**config.mk**
```make
export PLATFORM = sky130hd
export DESIGN_NAME = bsrb_exec
export DESIGN_NICKNAME = d
export VERILOG_FILES = /design/src/bsrb_pkg.sv /design/src/bsrb_exec.sv /design/src/bsrb_rotator.sv
export SDC_FILE = /design/constraint.sdc
export NUM_CORES = 1
export LEC_CHECK = 0
export BUFFER_PORTS_ARGS = -buffer_cell sky130_fd_sc_hd__buf_2
export CAP_MARGIN = 40
export CORE_UTILIZATION = 30
export DETAILED_ROUTE_END_ITERATION = 6
export SLEW_MARGIN = 30
export SYNTH_ARGS = -nofsm -noshare
export SYNTH_HDL_FRONTEND = slang
export SYNTH_SLANG_ARGS = --single-unit
```
**constraint.sdc**
```tcl
create_clock -name clk -period 3.4 [get_ports clk]
set_input_delay 0.34 -clock clk [delete_from_list [all_inputs] [get_ports clk]]
set_output_delay 0.34 -clock clk [all_outputs]
set_load 0.005 [all_outputs]
```
**src/bsrb_pkg.sv**
```systemverilog
// constants and types shared by the bit, stack, rotate and branch executor
package bsrb_pkg;
  // ==========================================================================
  // opcodes
  localparam logic [7:0] OP_OR_BIT = 8'h72;
  localparam logic [7:0] OP_OR_NBIT = 8'hA0;
  localparam logic [7:0] OP_POP = 8'hD0;
  localparam logic [7:0] OP_PUSH = 8'hC0;
  localparam logic [7:0] OP_SUB_EXIT = 8'h22;
  localparam logic [7:0] OP_INT_EXIT = 8'h32;
  localparam logic [7:0] OP_ROT_L = 8'h23;
  localparam logic [7:0] OP_ROT_LC = 8'h33;
  localparam logic [7:0] OP_ROT_R = 8'h03;
  localparam logic [7:0] OP_ROT_RC = 8'h13;
  localparam logic [7:0] OP_SET_C = 8'hD3;
  localparam logic [7:0] OP_SET_BIT = 8'hD2;
  localparam logic [7:0] OP_SHORT_RELATIVE_JUMP = 8'h80;
  // ==========================================================================
  // widths, reset values and step sizes
  localparam logic [7:0] SP_RESET = 8'h07;
  localparam logic [15:0] PC_RESET = 16'h0000;
  localparam logic [7:0] ACC_RESET = 8'h00;
  localparam logic [7:0] SP_STEP = 8'h01;
  localparam logic [15:0] PC_STEP1 = 16'h0001;
  localparam logic [15:0] PC_STEP2 = 16'h0002;
  localparam logic [7:0] ZERO8 = 8'h00;
  localparam int MSB = 7;
  // ==========================================================================
  // execution phases, gray coded along idle -> second -> third
  typedef enum logic [1:0] {
    BSRB_IDLE = 2'b00,
    BSRB_SECOND = 2'b01,
    BSRB_THIRD = 2'b11
  } bsrb_phase_t;
endpackage : bsrb_pkg

```
**src/bsrb_exec.sv**
```systemverilog
// executor for carry-or, stack, return, rotate, bit-set and short jump opcodes
// ==========================================================================
// Summary of operation
// - carry-or sets carry when bit is one
// - complement form ors inverse, source untouched
// - pop reads stack, decrements, then writes destination
// - pop into stack pointer: popped value wins
// - push increments pointer then writes source byte
// - subroutine exit pops high then low byte
// - interrupt exit restores counter, pointer minus two
// - interrupt exit releases level, restores nothing else
// - one instruction runs before pending interrupt
// - rotate left moves bit seven to zero
// - rotate left through carry, nine-bit ring
// - rotate right moves bit zero to seven
// - rotate right through carry, nine-bit ring
// - bit-set forces carry or direct bit high
// - short jump adds two plus signed displacement
`timescale 1ns/1ns
module bsrb_exec (
  input wire logic clk,
  input wire logic reset_n,
  input wire logic clk_en,
  input wire logic start,
  input wire logic [7:0] opcode,
  input wire logic [7:0] operand,
  input wire logic operand_bit,
  input wire logic [7:0] direct_rd_data,
  input wire logic [7:0] ram_rd_data,
  output logic busy,
  output logic done,
  output logic [7:0] ram_addr,
  output logic ram_we,
  output logic [7:0] ram_wr_data,
  output logic [7:0] direct_addr,
  output logic direct_we,
  output logic [7:0] direct_wr_data,
  output logic bit_we,
  output logic [7:0] bit_addr,
  output logic [7:0] acc,
  output logic carry,
  output logic [7:0] stack_pointer,
  output logic [15:0] program_counter,
  output logic level_release,
  output logic hold_one_insn
);
  import bsrb_pkg::*;

  // ==========================================================================
  // state
  bsrb_phase_t phase_ff, nxt_phase;
  logic [7:0] op_ff, nxt_op;
  logic [7:0] arg_ff, nxt_arg;
  logic [7:0] acc_ff, nxt_acc;
  logic carry_ff, nxt_carry;
  logic [7:0] sp_ff, nxt_sp;
  logic [15:0] pc_ff, nxt_pc;
  logic [7:0] pch_ff, nxt_pch;
  logic done_ff, nxt_done;
  logic rel_ff, nxt_rel;
  logic hold_ff, nxt_hold;
  logic [7:0] daddr_ff, nxt_daddr;
  logic dwe_ff, nxt_dwe;
  logic [7:0] dwd_ff, nxt_dwd;
  logic bwe_ff, nxt_bwe;
  logic [7:0] rot_acc;
  logic rot_carry;
  logic [7:0] sp_dec;

  // ==========================================================================
  // rotate datapath
  bsrb_rotator u_rot (
    .acc_in(acc_ff),
    .carry_in(carry_ff),
    .left(opcode == OP_ROT_L || opcode == OP_ROT_LC),
    .through_carry(opcode == OP_ROT_LC || opcode == OP_ROT_RC),
    .acc_out(rot_acc),
    .carry_out(rot_carry)
  );

  assign sp_dec = sp_ff - SP_STEP;

  // direct address at which the stack pointer is mapped; declared before the decode reads it
  localparam logic [7:0] sp_addr_q = 8'h81;

  // ==========================================================================
  // ram port: combinational so a read lands in the same cycle as its address
  always_comb begin
    ram_addr = sp_ff;
    ram_we = 1'b0;
    ram_wr_data = ZERO8;
    if (phase_ff == BSRB_SECOND && op_ff == OP_PUSH) begin
      ram_addr = sp_ff; // already raised in the first cycle
      ram_we = 1'b1;
      ram_wr_data = direct_rd_data;
    end else if (phase_ff == BSRB_THIRD) begin
      ram_addr = sp_ff; // low byte at the lowered pointer
    end
  end

  // ==========================================================================
  // next-state logic; a 1-cycle opcode completes in the start cycle
  always_comb begin
    nxt_phase = phase_ff;
    nxt_op = op_ff;
    nxt_arg = arg_ff;
    nxt_acc = acc_ff;
    nxt_carry = carry_ff;
    nxt_sp = sp_ff;
    nxt_pc = pc_ff;
    nxt_pch = pch_ff;
    nxt_done = 1'b0;
    nxt_rel = 1'b0;
    nxt_hold = 1'b0;
    nxt_daddr = daddr_ff;
    nxt_dwe = 1'b0;
    nxt_dwd = dwd_ff;
    nxt_bwe = 1'b0;
    case (phase_ff)
      BSRB_IDLE: begin
        if (start) begin
          nxt_op = opcode;
          nxt_arg = operand;
          case (opcode)
            OP_OR_BIT: begin
              nxt_carry = carry_ff | operand_bit;
              nxt_pc = pc_ff + PC_STEP2;
              nxt_phase = BSRB_SECOND;
            end
            OP_OR_NBIT: begin
              nxt_carry = carry_ff | ~operand_bit; // no write-back of source
              nxt_pc = pc_ff + PC_STEP2;
              nxt_phase = BSRB_SECOND;
            end
            OP_POP: begin
              nxt_dwd = ram_rd_data; // read at old pointer
              nxt_sp = sp_dec;
              nxt_daddr = operand;
              nxt_pc = pc_ff + PC_STEP2;
              nxt_phase = BSRB_SECOND;
            end
            OP_PUSH: begin
              nxt_sp = sp_ff + SP_STEP;
              nxt_pc = pc_ff + PC_STEP2;
              nxt_phase = BSRB_SECOND;
            end
            OP_SUB_EXIT, OP_INT_EXIT: begin
              nxt_pch = ram_rd_data; // high byte first
              nxt_sp = sp_dec;
              nxt_phase = BSRB_THIRD;
            end
            OP_ROT_L, OP_ROT_LC, OP_ROT_R, OP_ROT_RC: begin
              nxt_acc = rot_acc;
              nxt_carry = rot_carry;
              nxt_pc = pc_ff + PC_STEP1;
              nxt_done = 1'b1;
            end
            OP_SET_C: begin
              nxt_carry = 1'b1;
              nxt_pc = pc_ff + PC_STEP1;
              nxt_done = 1'b1;
            end
            OP_SET_BIT: begin
              nxt_bwe = 1'b1;
              nxt_daddr = operand;
              nxt_pc = pc_ff + PC_STEP2;
              nxt_done = 1'b1;
            end
            OP_SHORT_RELATIVE_JUMP: begin
              // plus two, then the signed displacement
              nxt_pc = pc_ff + PC_STEP2 + {{8{operand[MSB]}}, operand};
              nxt_phase = BSRB_SECOND;
            end
            default: begin
              nxt_done = 1'b1; // not in this group: report done, change nothing
            end
          endcase
        end
      end
      BSRB_SECOND: begin
        nxt_phase = BSRB_IDLE;
        nxt_done = 1'b1;
        if (op_ff == OP_POP) begin
          nxt_dwe = 1'b1;
          // popped byte overrides the decrement
          if (daddr_ff == sp_addr_q) begin
            nxt_sp = dwd_ff;
          end
        end
      end
      BSRB_THIRD: begin
        nxt_pc = {pch_ff, ram_rd_data};
        nxt_sp = sp_dec; // two lower in total
        nxt_phase = BSRB_IDLE;
        nxt_done = 1'b1;
        if (op_ff == OP_INT_EXIT) begin
          nxt_rel = 1'b1; // only the level is released
          nxt_hold = 1'b1;
        end
      end
      default: begin
        nxt_phase = BSRB_IDLE;
      end
    endcase
  end

  // ==========================================================================
  // registers; clk_en low freezes everything except the synchronous reset
  always_ff @(posedge clk) begin
    if (!reset_n) begin
      phase_ff <= BSRB_IDLE;
      op_ff <= ZERO8;
      arg_ff <= ZERO8;
      acc_ff <= ACC_RESET;
      carry_ff <= 1'b0;
      sp_ff <= SP_RESET;
      pc_ff <= PC_RESET;
      pch_ff <= ZERO8;
      done_ff <= 1'b0;
      rel_ff <= 1'b0;
      hold_ff <= 1'b0;
      daddr_ff <= ZERO8;
      dwe_ff <= 1'b0;
      dwd_ff <= ZERO8;
      bwe_ff <= 1'b0;
    end else if (clk_en) begin
      phase_ff <= nxt_phase;
      op_ff <= nxt_op;
      arg_ff <= nxt_arg;
      acc_ff <= nxt_acc;
      carry_ff <= nxt_carry;
      sp_ff <= nxt_sp;
      pc_ff <= nxt_pc;
      pch_ff <= nxt_pch;
      done_ff <= nxt_done;
      rel_ff <= nxt_rel;
      hold_ff <= nxt_hold;
      daddr_ff <= nxt_daddr;
      dwe_ff <= nxt_dwe;
      dwd_ff <= nxt_dwd;
      bwe_ff <= nxt_bwe;
    end
  end

  // ==========================================================================
  // outputs
  assign busy = (phase_ff != BSRB_IDLE);
  assign done = done_ff;
  assign direct_addr = daddr_ff;
  assign direct_we = dwe_ff;
  assign direct_wr_data = dwd_ff;
  assign bit_we = bwe_ff;
  assign bit_addr = daddr_ff;
  assign acc = acc_ff;
  assign carry = carry_ff;
  assign stack_pointer = sp_ff;
  assign program_counter = pc_ff;
  assign level_release = rel_ff;
  assign hold_one_insn = hold_ff; // controller must run one more instruction
endmodule : bsrb_exec

```
**src/bsrb_rotator.sv**
```systemverilog
// accumulator rotate unit for the four rotate opcodes
`timescale 1ns/1ns
module bsrb_rotator (
  input wire logic [7:0] acc_in,
  input wire logic carry_in,
  input wire logic left,
  input wire logic through_carry,
  output logic [7:0] acc_out,
  output logic carry_out
);
  import bsrb_pkg::*;
  // ==========================================================================
  // ring of 8 or 9 bits chosen by through_carry
  always_comb begin
    if (left) begin
      acc_out = {acc_in[MSB-1:0], through_carry ? carry_in : acc_in[MSB]};
      carry_out = through_carry ? acc_in[MSB] : carry_in;
    end else begin
      acc_out = {through_carry ? carry_in : acc_in[0], acc_in[MSB:1]};
      carry_out = through_carry ? acc_in[0] : carry_in;
    end
  end
endmodule : bsrb_rotator

```
; After elaboration in Yosys (flattened, before gate mapping)
; Cells that the tools add are included.
; W data, S select, Z words.
[totals]
register_bits = 71
in_bits = 37
output_inout_bits = 80
[classes]
mux = 30
n_addsub = 5
n_bitwise = 3
eq_ne = 26
reduce_logical = 26
[op_table]
columns = operator, count
row1 = $eq A8 B8 Y1 const B, 9
row2 = $pmux W16 S3, 1
row3 = $eq A8 B6 Y1 const B, 5
row4 = $mux W8, 5
row5 = $pmux W16 S2, 1
row6 = $pmux W8 S3, 1
row7 = $reduce_and A4 Y1, 5
row8 = $add A16 B1 Y16 const B, 1
row9 = $add A16 B16 Y16, 1
row10 = $add A16 B2 Y16 const B, 1
row11 = $mux W16, 1
row12 = $pmux W8 S2, 1
row13 = $mux W1, 15
row14 = $reduce_or A5 Y1, 3
row15 = $add A8 B1 Y8 const B, 1
row16 = $eq A8 B2 Y1 const B, 1
row17 = $eq A8 B5 Y1 const B, 1
row18 = $eq A8 B7 Y1 const B, 1
row19 = $sub A8 B1 Y8 const B, 1
row20 = $reduce_or A7 Y1, 1
row21 = $ne A2 B1 Y1 const B, 3
row22 = $ne A3 B2 Y1 const B, 2
row23 = $reduce_and A3 Y1, 2
row24 = $reduce_and A6 Y1, 1
row25 = 20 further kinds, 26

; Longest topological paths before layout
; Gate-level depths: netlist of run 1.
[depth]
depth_word = 5
depth_mapped = 14

; Hierarchy
; Synthesis of run 1 repeated with hierarchy kept, for this count alone.
[hier_totals]
hier_cells = 750
hier_area_um2 = 5606.6
[modules_own_cells]
columns = mod, instances, area_each_um2, cells_per_inst
row1 = bsrb_exec, 1, 5471.5, 734
row2 = bsrb_rotator, 1, 135.1, 16

; Worst setup path before layout of run 1
; No wires, ideal clock.
[synth_path]
path_type = register to register
start = register pc_ff[1], in the netlist program_counter[1]
end = register pc_ff[15], in the netlist program_counter[15]
required_time_ps = 3309
stages_incl_launch_ff = 14
slack_ps = 465
t_arrival_ps = 2844
period_less_slack_ps = 2935
path_cell_list = dfxtp_1 > ha_1 > nand3_1 > nor2_1 > nand4_1 > xnor2_1 > ha_1 > a2111oi_0 > nand2_1 > nor3_1 > o31ai_1 > xnor2_1 > nand2_1 > a311oi_1
[synth_between]
elab_chain_len = 5
[synth_lines]
columns = element, line_no
row1 = "start, declared", bsrb_exec.sv:57  ; logic [15:0] pc_ff, nxt_pc;
row2 = "start signal, assigned", bsrb_exec.sv:233  ; pc_ff <= nxt_pc;
row3 = $add A16 B2 Y16, n/a
row4 = $add A16 B16 Y16, bsrb_exec.sv:171  ; nxt_pc = pc_ff + PC_STEP2 + {{8{operand[MSB]}}, operand};
row5 = $pmux W16 S3 (*), bsrb_exec.sv:124  ; case (opcode)
row6 = $mux W16 (*), bsrb_exec.sv:121  ; if (start) begin
row7 = $pmux W16 S2 (*), bsrb_exec.sv:119  ; case (phase_ff)
; Mark *: on every way between the ends. The rest lies on a longest branch, timed or not. The select of a mux whose other input is x is not followed.
; A chain may end at the register's enable or synchronous reset.

; Worst setup path after layout of run 1
[layout_path]
start = register pc_ff[3], in the netlist program_counter[3]
end = register pc_ff[9], in the netlist program_counter[9]
; Same word-level chain as after synthesis.

==> key figures, run 1 <==
Status
  – Status: completed

Floorplan
  – Site Rows: 48
  – Core Region: 17500 um^2
  – Starting Density: 0.310
  – Die W: 136 um
  – Die area: 18600 um^2
  – Num ports: 117
  – Die height: 136 um

Timing
  – Slew margin rel.: 0.455
  – RSZ-0062 raised after global routing: false
  – WHS: 0.266 ns
  – Period minus WS final: 3.18 ns
  – Hold Vio Cnt, Final: 0
  – Skew final: 0.00546 ns
  – Setup TNS Final: 0 ns
  – Setup-failing EPs final: 0
  – Slew Limit Fails: 0
  – Fmax achieved: 0.315 GHz
  – Worst-Margin Slew: 0.811 ns
  – Period utilization: 0.934

Placed design
  – PortBufs: 116
  – Hpwl dp: 12700 um
  – Placement Cell Area: 6100 um^2
  – Placer congestion estimate: 0.873
  – Inst Count DP: 994

Logic synthesis
  – Synth async-reset ratio: 0
  – Cell variety after synth: 82
  – Synth Net Count: 756
  – Syn Area/Cell: 7.80 um^2
  – Post-synth EDFFs: 0
  – Synth Warn #: 0
  – #FFs+latches synth: 71
  – Post-synthesis sequential area ratio: 0.263
  – Synth Flop Type: dfxtp_1
  – Mapped Cells: 694
  – Cell area after synthesis: 5410 um^2

Drt
  – DR pass1 iterations: 5
  – Detail Route Antenna Nets: 0
  – Vias per cell: 5.42
  – 1st-iter DRT viols: 403
  – Routed WL: 17000 um
  – WL/cell: 16.9 um
  – Remaining DRCs: 0
  – DR vias: 5468

Power
  – Power density over cell area: 315 nW/um^2
  – Switching Power: 0.000502 W
  – Clk pwr share: 0.483
  – Leak: 2.78 nW
  – Pwr Total: 0.00202 W
  – Combinational power share: 0.096
  – Sequential share of power: 0.421
  – Sw Share: 0.249
  – Max VDD drop: 0.000241 V
  – Pint: 0.00151 W

Critical path
  – CP Buf/Inv Count: 0
  – Crit-path max FO: 8
  – CP arrival: 3.39 ns
  – Crit end category: flop
  – WP data required: 3.61 ns
  – Crit path largest cell delay: 0.53 ns
  – CP max-delay cell: dfxtp_1
  – Crit Path Class: reg2reg
  – CP top delay family: compound AO/OA/AOI/OAI gates
  – Worst Setup Start Kind: flop
  – CP Cell Sequence: nand3_1 > xnor2_2 > ha_1 > a21oi_1 > nand2_1 > o211a_1 > a311oi_1 > xnor2_1 > a2111oi_0 > o21ai_0

Clock network
  – CTS max path bufs: 2
  – Postcts setup bufs: 0
  – H-tree levels: 3
  – Cts hold-fix bufs: 0
  – CTS clk-pin slew, worst paths: 0.06 ns
  – CTS Buf Count: 9
  – Clock sink count: 71
  – CTS Root Cell: clkbuf_16
  – TritonCTS clock tree: built
  – Clk Latency, worst-skew pair: 0.34 ns

Min path
  – Worst Hold Class: in2reg

Global routing
  – GRT overflow: 0
  – All-layer global routing usage: 0.188
  – Largest net degree at the start of global routing: 60
  – First-pass GRT wire length: 27100 um
  – Number of global-route vias before repair: 4823
  – Initial antenna violation count: 0

Layout
  – Nets@finish: 842
  – Antenna cells: 0
  – Final Non-Filler Cells: 1009
  – Synthesis-to-layout area growth: 18.4%
  – Layout cells sized above 1: 0.219
  – Fin area: 6410 um^2

Flow run
  – Max_cap viols: 0
-- per-stage QoR --
stage,utilization,setup slack (ns)
global route,0.367,0.0226
global placement,0.349,0.276
finish,0.367,0.224
floorplan,-,0.465
detailed placement,0.349,0.258
CTS,0.366,0.230
-- final timing paths --
check	from	endpoint	slack (ns)	cells past startpoint
setup / recovery	program_counter[3]	program_counter[9]	0.22	10
hold / removal	operand[4]	bit_addr[4]	0.27	3
setup reg to reg	program_counter[3]	program_counter[9]	0.22	10
hold reg to reg	op_ff[3]	op_ff[3]	0.45	2
-- registers in the layout, indices dropped and copies added (netlist names) --
signal / cells
carry: 1
direct_we: 1
phase_ff: 2
bit_addr: 8
program_counter: 16
done: 1
op_ff: 8
bit_we: 1
hold_one_insn: 1
stack_pointer: 8
acc: 8
direct_wr_data: 8
pch_ff: 8
-- layer usage --
| layer | track usage | wire length (um) | vias to the layer above |
|---|---|---|---|
| met5 | 0 | 0 | - |
| met1 | 0.275 | 8160 | 2577 |
| met3 | 0.0406 | 1300 | 17 |
| met2 | 0.275 | 7390 | 197 |
| li1 | - | - | 2677 |
| met4 | 0.0457 | 191 | 0 |
-- cells in the final DEF, fill, tap and decap left out, types with 19 or more instances in the layout --
| master | instances |
|---|---|
| a21oi_1 | 44 |
| buf_2 | 116 |
| buf_4 | 23 |
| dfxtp_1 | 71 |
| ha_1 | 24 |
| inv_1 | 19 |
| mux2i_1 | 35 |
| nand2_1 | 50 |
| nand3_1 | 31 |
| nor2_1 | 86 |
| o21ai_0 | 39 |
| xnor2_1 | 25 |
-- synth_stat cells, types with 14 or more instances --
cell type | number | area share
a21oi_1 | 44 | 0.041
buf_4 | 18 | 0.025
clkbuf_1 | 30 | 0.021
dfxtp_1 | 71 | 0.26
ha_1 | 24 | 0.055
inv_1 | 19 | 0.013
mux2i_1 | 35 | 0.065
nand2_1 | 50 | 0.035
nand3_1 | 31 | 0.029
nand4_1 | 14 | 0.016
nor2_1 | 86 | 0.060
o21ai_0 | 39 | 0.036
xnor2_1 | 26 | 0.042
-- cell families (layout without fill, tap and decap cells) --
kind of cell | Yosys count | after routing | synth area share
compound gates | 181 | 181 | 0.230
xor+xnor | 39 | 39 | 0.0631
fa+ha+maj | 25 | 25 | 0.0592
buf+inv | 85 | 175 | 0.0802
flops | 71 | 71 | 0.263
mux | 37 | 37 | 0.0689
simple gates | 256 | 256 | 0.236
-- power by group through the flow --
stage | Clock (W) | Sequential [W] | Combinational [W]
after detailed placement | 0 | 0.000866 | 0.000192
after floorplan | 0 | 0.000864 | 0.000124
after global routing | 0.00103 | 0.000849 | 0.000214
final | 0.000975 | 0.000848 | 0.000193
after CTS | 0.000995 | 0.000848 | 0.000193
after global placement | 0 | 0.000866 | 0.000191
-- worst min-delay path, delay by kind of cell --
family,cells,cell delay [ns]
buffers and inverters,1,0.09
AND/OR/NAND/NOR,1,0.08
multiplexers,1,0.06
-- repair_timing --
action                                  in CTS  in global routing
gates resized for setup                      0                  2
hold endpoints to repair                     0                  0
endpoints found under the setup margin       0                  2
-- final cells by class --
type	count	area (um^2)
tap	225	282
multi-input combinational	538	3570
timing repair buffer	139	753
sequential	71	1420
inverter	21	81.3
fill	1850	11100
clock buffer	12	256
clock inverter	3	42.5
Power figures use the tool's default switching activity.
==> run 2, diff against run 1 <==
- ABC_AREA: unset -> 1
- CORE_ASPECT_RATIO: unset -> 0.8
- CTS_BUF_LIST: unset -> sky130_fd_sc_hd__clkbuf_16
==> run 2 against run 1 <==
- critical path depth increased by 6
- power is 3.4% lower
- area after synthesis rose by 2.0%
- first-iteration DRC count rose by 22%
- highest routed layer unchanged
- flip-flop and latch count is the same
- sequential share of layout area fell by 0.19 points
- largest cell class unchanged
- combinational power is 10% higher
==> key figures, run 2 <==
Floorplan
  – Num ports: 117 (unchanged)
  – Core Region: 17600 um^2 (+0.97%)
  – Die W: 154 um (+13%)
  – Die area: 19000 um^2 (+2.0%)
  – Site Rows: 43 (-10%)
  – Die height: 123 um (-9.5%)
  – Starting Density: 0.313 (+0.00311)

Critical path
  – Crit Path Class: reg2reg
  – Crit-path max FO: 7 (-1)
  – R2r setup slk: 0.45 ns (+0.22 ns)
  – WP data required: 3.67 ns (+0.06 ns)
  – CP arrival: 3.22 ns (-0.17 ns)
  – Crit end category: flop
  – Worst Setup Start Kind: flop

Logic synthesis
  – Main combinational cell family by area after synthesis: simple AND/OR/NAND/NOR gates
  – Synth Area in Compound Gates: 0.163 (-0.0666)
  – Synth Net Count: 962 (+27%)
  – Post-synthesis sequential area ratio: 0.257 (-0.00512)
  – Post-synth EDFFs: 0 (unchanged)
  – Largest area contributor in the netlist: dfxtp_1
  – Top-count cell post-synth: nand2_1
  – Cell area after synthesis: 5520 um^2 (+2.0%)
  – Synth Flop Type: dfxtp_1
  – Post-synthesis mux area share: 0 (-0.0689)
  – Simple-gate portion of the synthesized area: 0.341 (+0.104)
  – Synth Warn #: 0 (unchanged)
  – Top post-synthesis cells by area: dfxtp_1 (26%), nand2_1 (14%), inv_1 (7.5%), a21oi_1 (7.4%), nor2_1 (7.4%)
  – Mapped Cells: 900 (+30%)
  – Synth async-reset ratio: 0 (unchanged)
  – Post-synth top area share: 0.257 (-0.00512)
  – Syn Area/Cell: 6.14 um^2 (-21%)
  – Cell variety after synth: 39 (-52%)
  – #FFs+latches synth: 71 (unchanged)
  – Adder-Cell Fraction of Synth Area: 0.0580 (-0.00115)
  – Synth cell count leaders: nand2_1 (209), inv_1 (111), nor2_1 (109), a21oi_1 (82), dfxtp_1 (71)
  – Post-synthesis xor/xnor area fraction: 0.0539 (-0.00916)

Layout
  – Most common cell after layout, fill and taps aside: nand2_1
  – Nets@finish: 1055 (+25%)
  – Area of the multi-input gates: 3400 um^2 (-4.8%)
  – Most frequent cells in the layout: nand2_1 (209), buf_2 (116), inv_1 (112)
  – Synthesis-to-layout area growth: 17.1%
  – FF+latch area: 1420 um^2 (unchanged)
  – Layout cells sized above 1: 0.167 (-0.0521)
  – Max FFs per register: 16 (unchanged)
  – Antenna cells: 0 (unchanged)
  – Filler cells: 1954 (+5.6%)
  – Fin util: 0.366 (about the same)

Clock network
  – TritonCTS clock tree: built
  – CTS clk-pin slew, worst paths: 0.06 ns (about the same)
  – CTS Buf Count: 9 (unchanged)
  – Postcts setup bufs: 0 (unchanged)
  – Clock sink count: 71 (unchanged)
  – CTS Root Cell: clkbuf_16
  – H-tree levels: 3 (unchanged)
  – Cells resized by post-CTS repair: 0 (unchanged)
  – Cts hold-fix bufs: 0 (unchanged)
  – CTS max path bufs: 2 (unchanged)
  – Clk Latency, worst-skew pair: 0.35 ns (about the same)

Global routing
  – First-pass GRT wire length: 27800 um (+2.8%)
  – Number of global-route vias before repair: 5305 (+10%)
  – Largest net degree at the start of global routing: 55 (-8.3%)
  – GRT overflow: 0 (unchanged)
  – Initial antenna violation count: 0 (unchanged)
  – All-layer global routing usage: 0.190 (+0.00215)

Power
  – Max VDD drop: 0.000205 V (-15%)
  – Power density over cell area: 301 nW/um^2 (-4.3%)
  – Leak: 3.31 nW (+19%)

Timing
  – Skew final: 0.00807 ns (+0.00262 ns)
  – Setup TNS Final: 0 ns (unchanged)
  – Hold Vio Cnt, Final: 0 (unchanged)
  – Period minus WS final: 2.95 ns (-0.222 ns)
  – Slew margin rel.: 0.501 (+0.0455)
  – WHS: 0.245 ns (-0.0210 ns)
  – RSZ-0062 raised after global routing: false
  – Slew Limit Fails: 0 (unchanged)
  – Worst-Margin Slew: 0.748 ns (-0.0629 ns)
  – Fmax achieved: 0.339 GHz (+7.5%)
  – Setup-failing EPs final: 0 (unchanged)
  – Period utilization: 0.869 (-0.0654)

Placed design
  – PortBufs: 116 (unchanged)
  – Hpwl dp: 13700 um (+8.2%)
  – Placer congestion estimate: 0.886 (+1.4%)

Status
  – Status: completed

Drt
  – Routed WL: 17800 um (+4.3%)
  – Vias per cell: 4.91 (-9.5%)
  – Remaining DRCs: 0 (unchanged)
  – WL/cell: 14.5 um (-14%)
  – 1st-iter DRT viols: 492 (+22%)
  – DR pass1 iterations: 5 (unchanged)
  – DR vias: 6001 (+9.7%)
  – Detail Route Antenna Nets: 0 (unchanged)

Flow run
  – Max_cap viols: 0 (unchanged)

Min path
  – Worst Hold Class: in2reg
[run 2: cell families (layout without fill, tap and decap cells)]
logic type      count (synthesis)  in the layout
fa+ha+maj                      25             25
xor+xnor                       34             34
buf+inv                       161            259
simple gates                  438            438
compound gates                171            171
flops                          71             71
[run 2: metal layers]
metal  track usage  share of wire
met1         0.269           0.51
met5             0              0
met3        0.0358          0.052
met2         0.291           0.42
met4        0.0581          0.015
[run 2: layout make-up]
type                            instances  area share
Tap cell                              225      0.0435
Clock inverter                          7     0.00639
Sequential cell                        71       0.220
Multi-Input combinational cell        668       0.526
Timing Repair Buffer                  126       0.101
Clock buffer                            9      0.0348
Inverter                              117      0.0679
[run 2: path summary, 6_finish.rpt]
check | startpoint | to | depth (start not counted)
max | program_counter[1] | program_counter[14] | 16
max reg2reg | program_counter[1] | program_counter[14] | 16
min | opcode[3] | op_ff[3] | 3
min reg2reg | done | done | 2
[run 2: through the flow]
step	cell area [um^2]	power, W	setup slack (ns)	instances
2_1_floorplan	5520	0.00101	1.00	900
3_3_place_gp	6200	0.00109	0.574	1207
3_5_place_dp	6200	0.00109	0.493	1207
4_1_cts	6460	0.00196	0.472	1223
5_1_grt	6460	0.00202	0.0723	1223
6_report	6460	0.00195	0.446	1223
[run 2: power breakdown]
group          leakage (nW)  internal (W)  switching [W]
Sequential            0.574      0.000845      0.0000114
Combinational          2.61     0.0000714       0.000142
Clock                 0.132      0.000487       0.000390
Total                  3.31       0.00140       0.000544
[run 2: critical path, stage by stage (launching register included)]
cell     delay [ns]
dfxtp_1        0.49
ha_1           0.31
nand3_1        0.19
nor2_1         0.30
xor2_1         0.26
ha_1           0.32
nand2_1        0.09
nand2_1        0.08
nand2_1        0.06
nand2_1        0.07
a21oi_1        0.17
nand2_1        0.07
nand2_1        0.06
nand3_1        0.11
nand3_1        0.14
nand2_1        0.06
a21oi_1        0.10
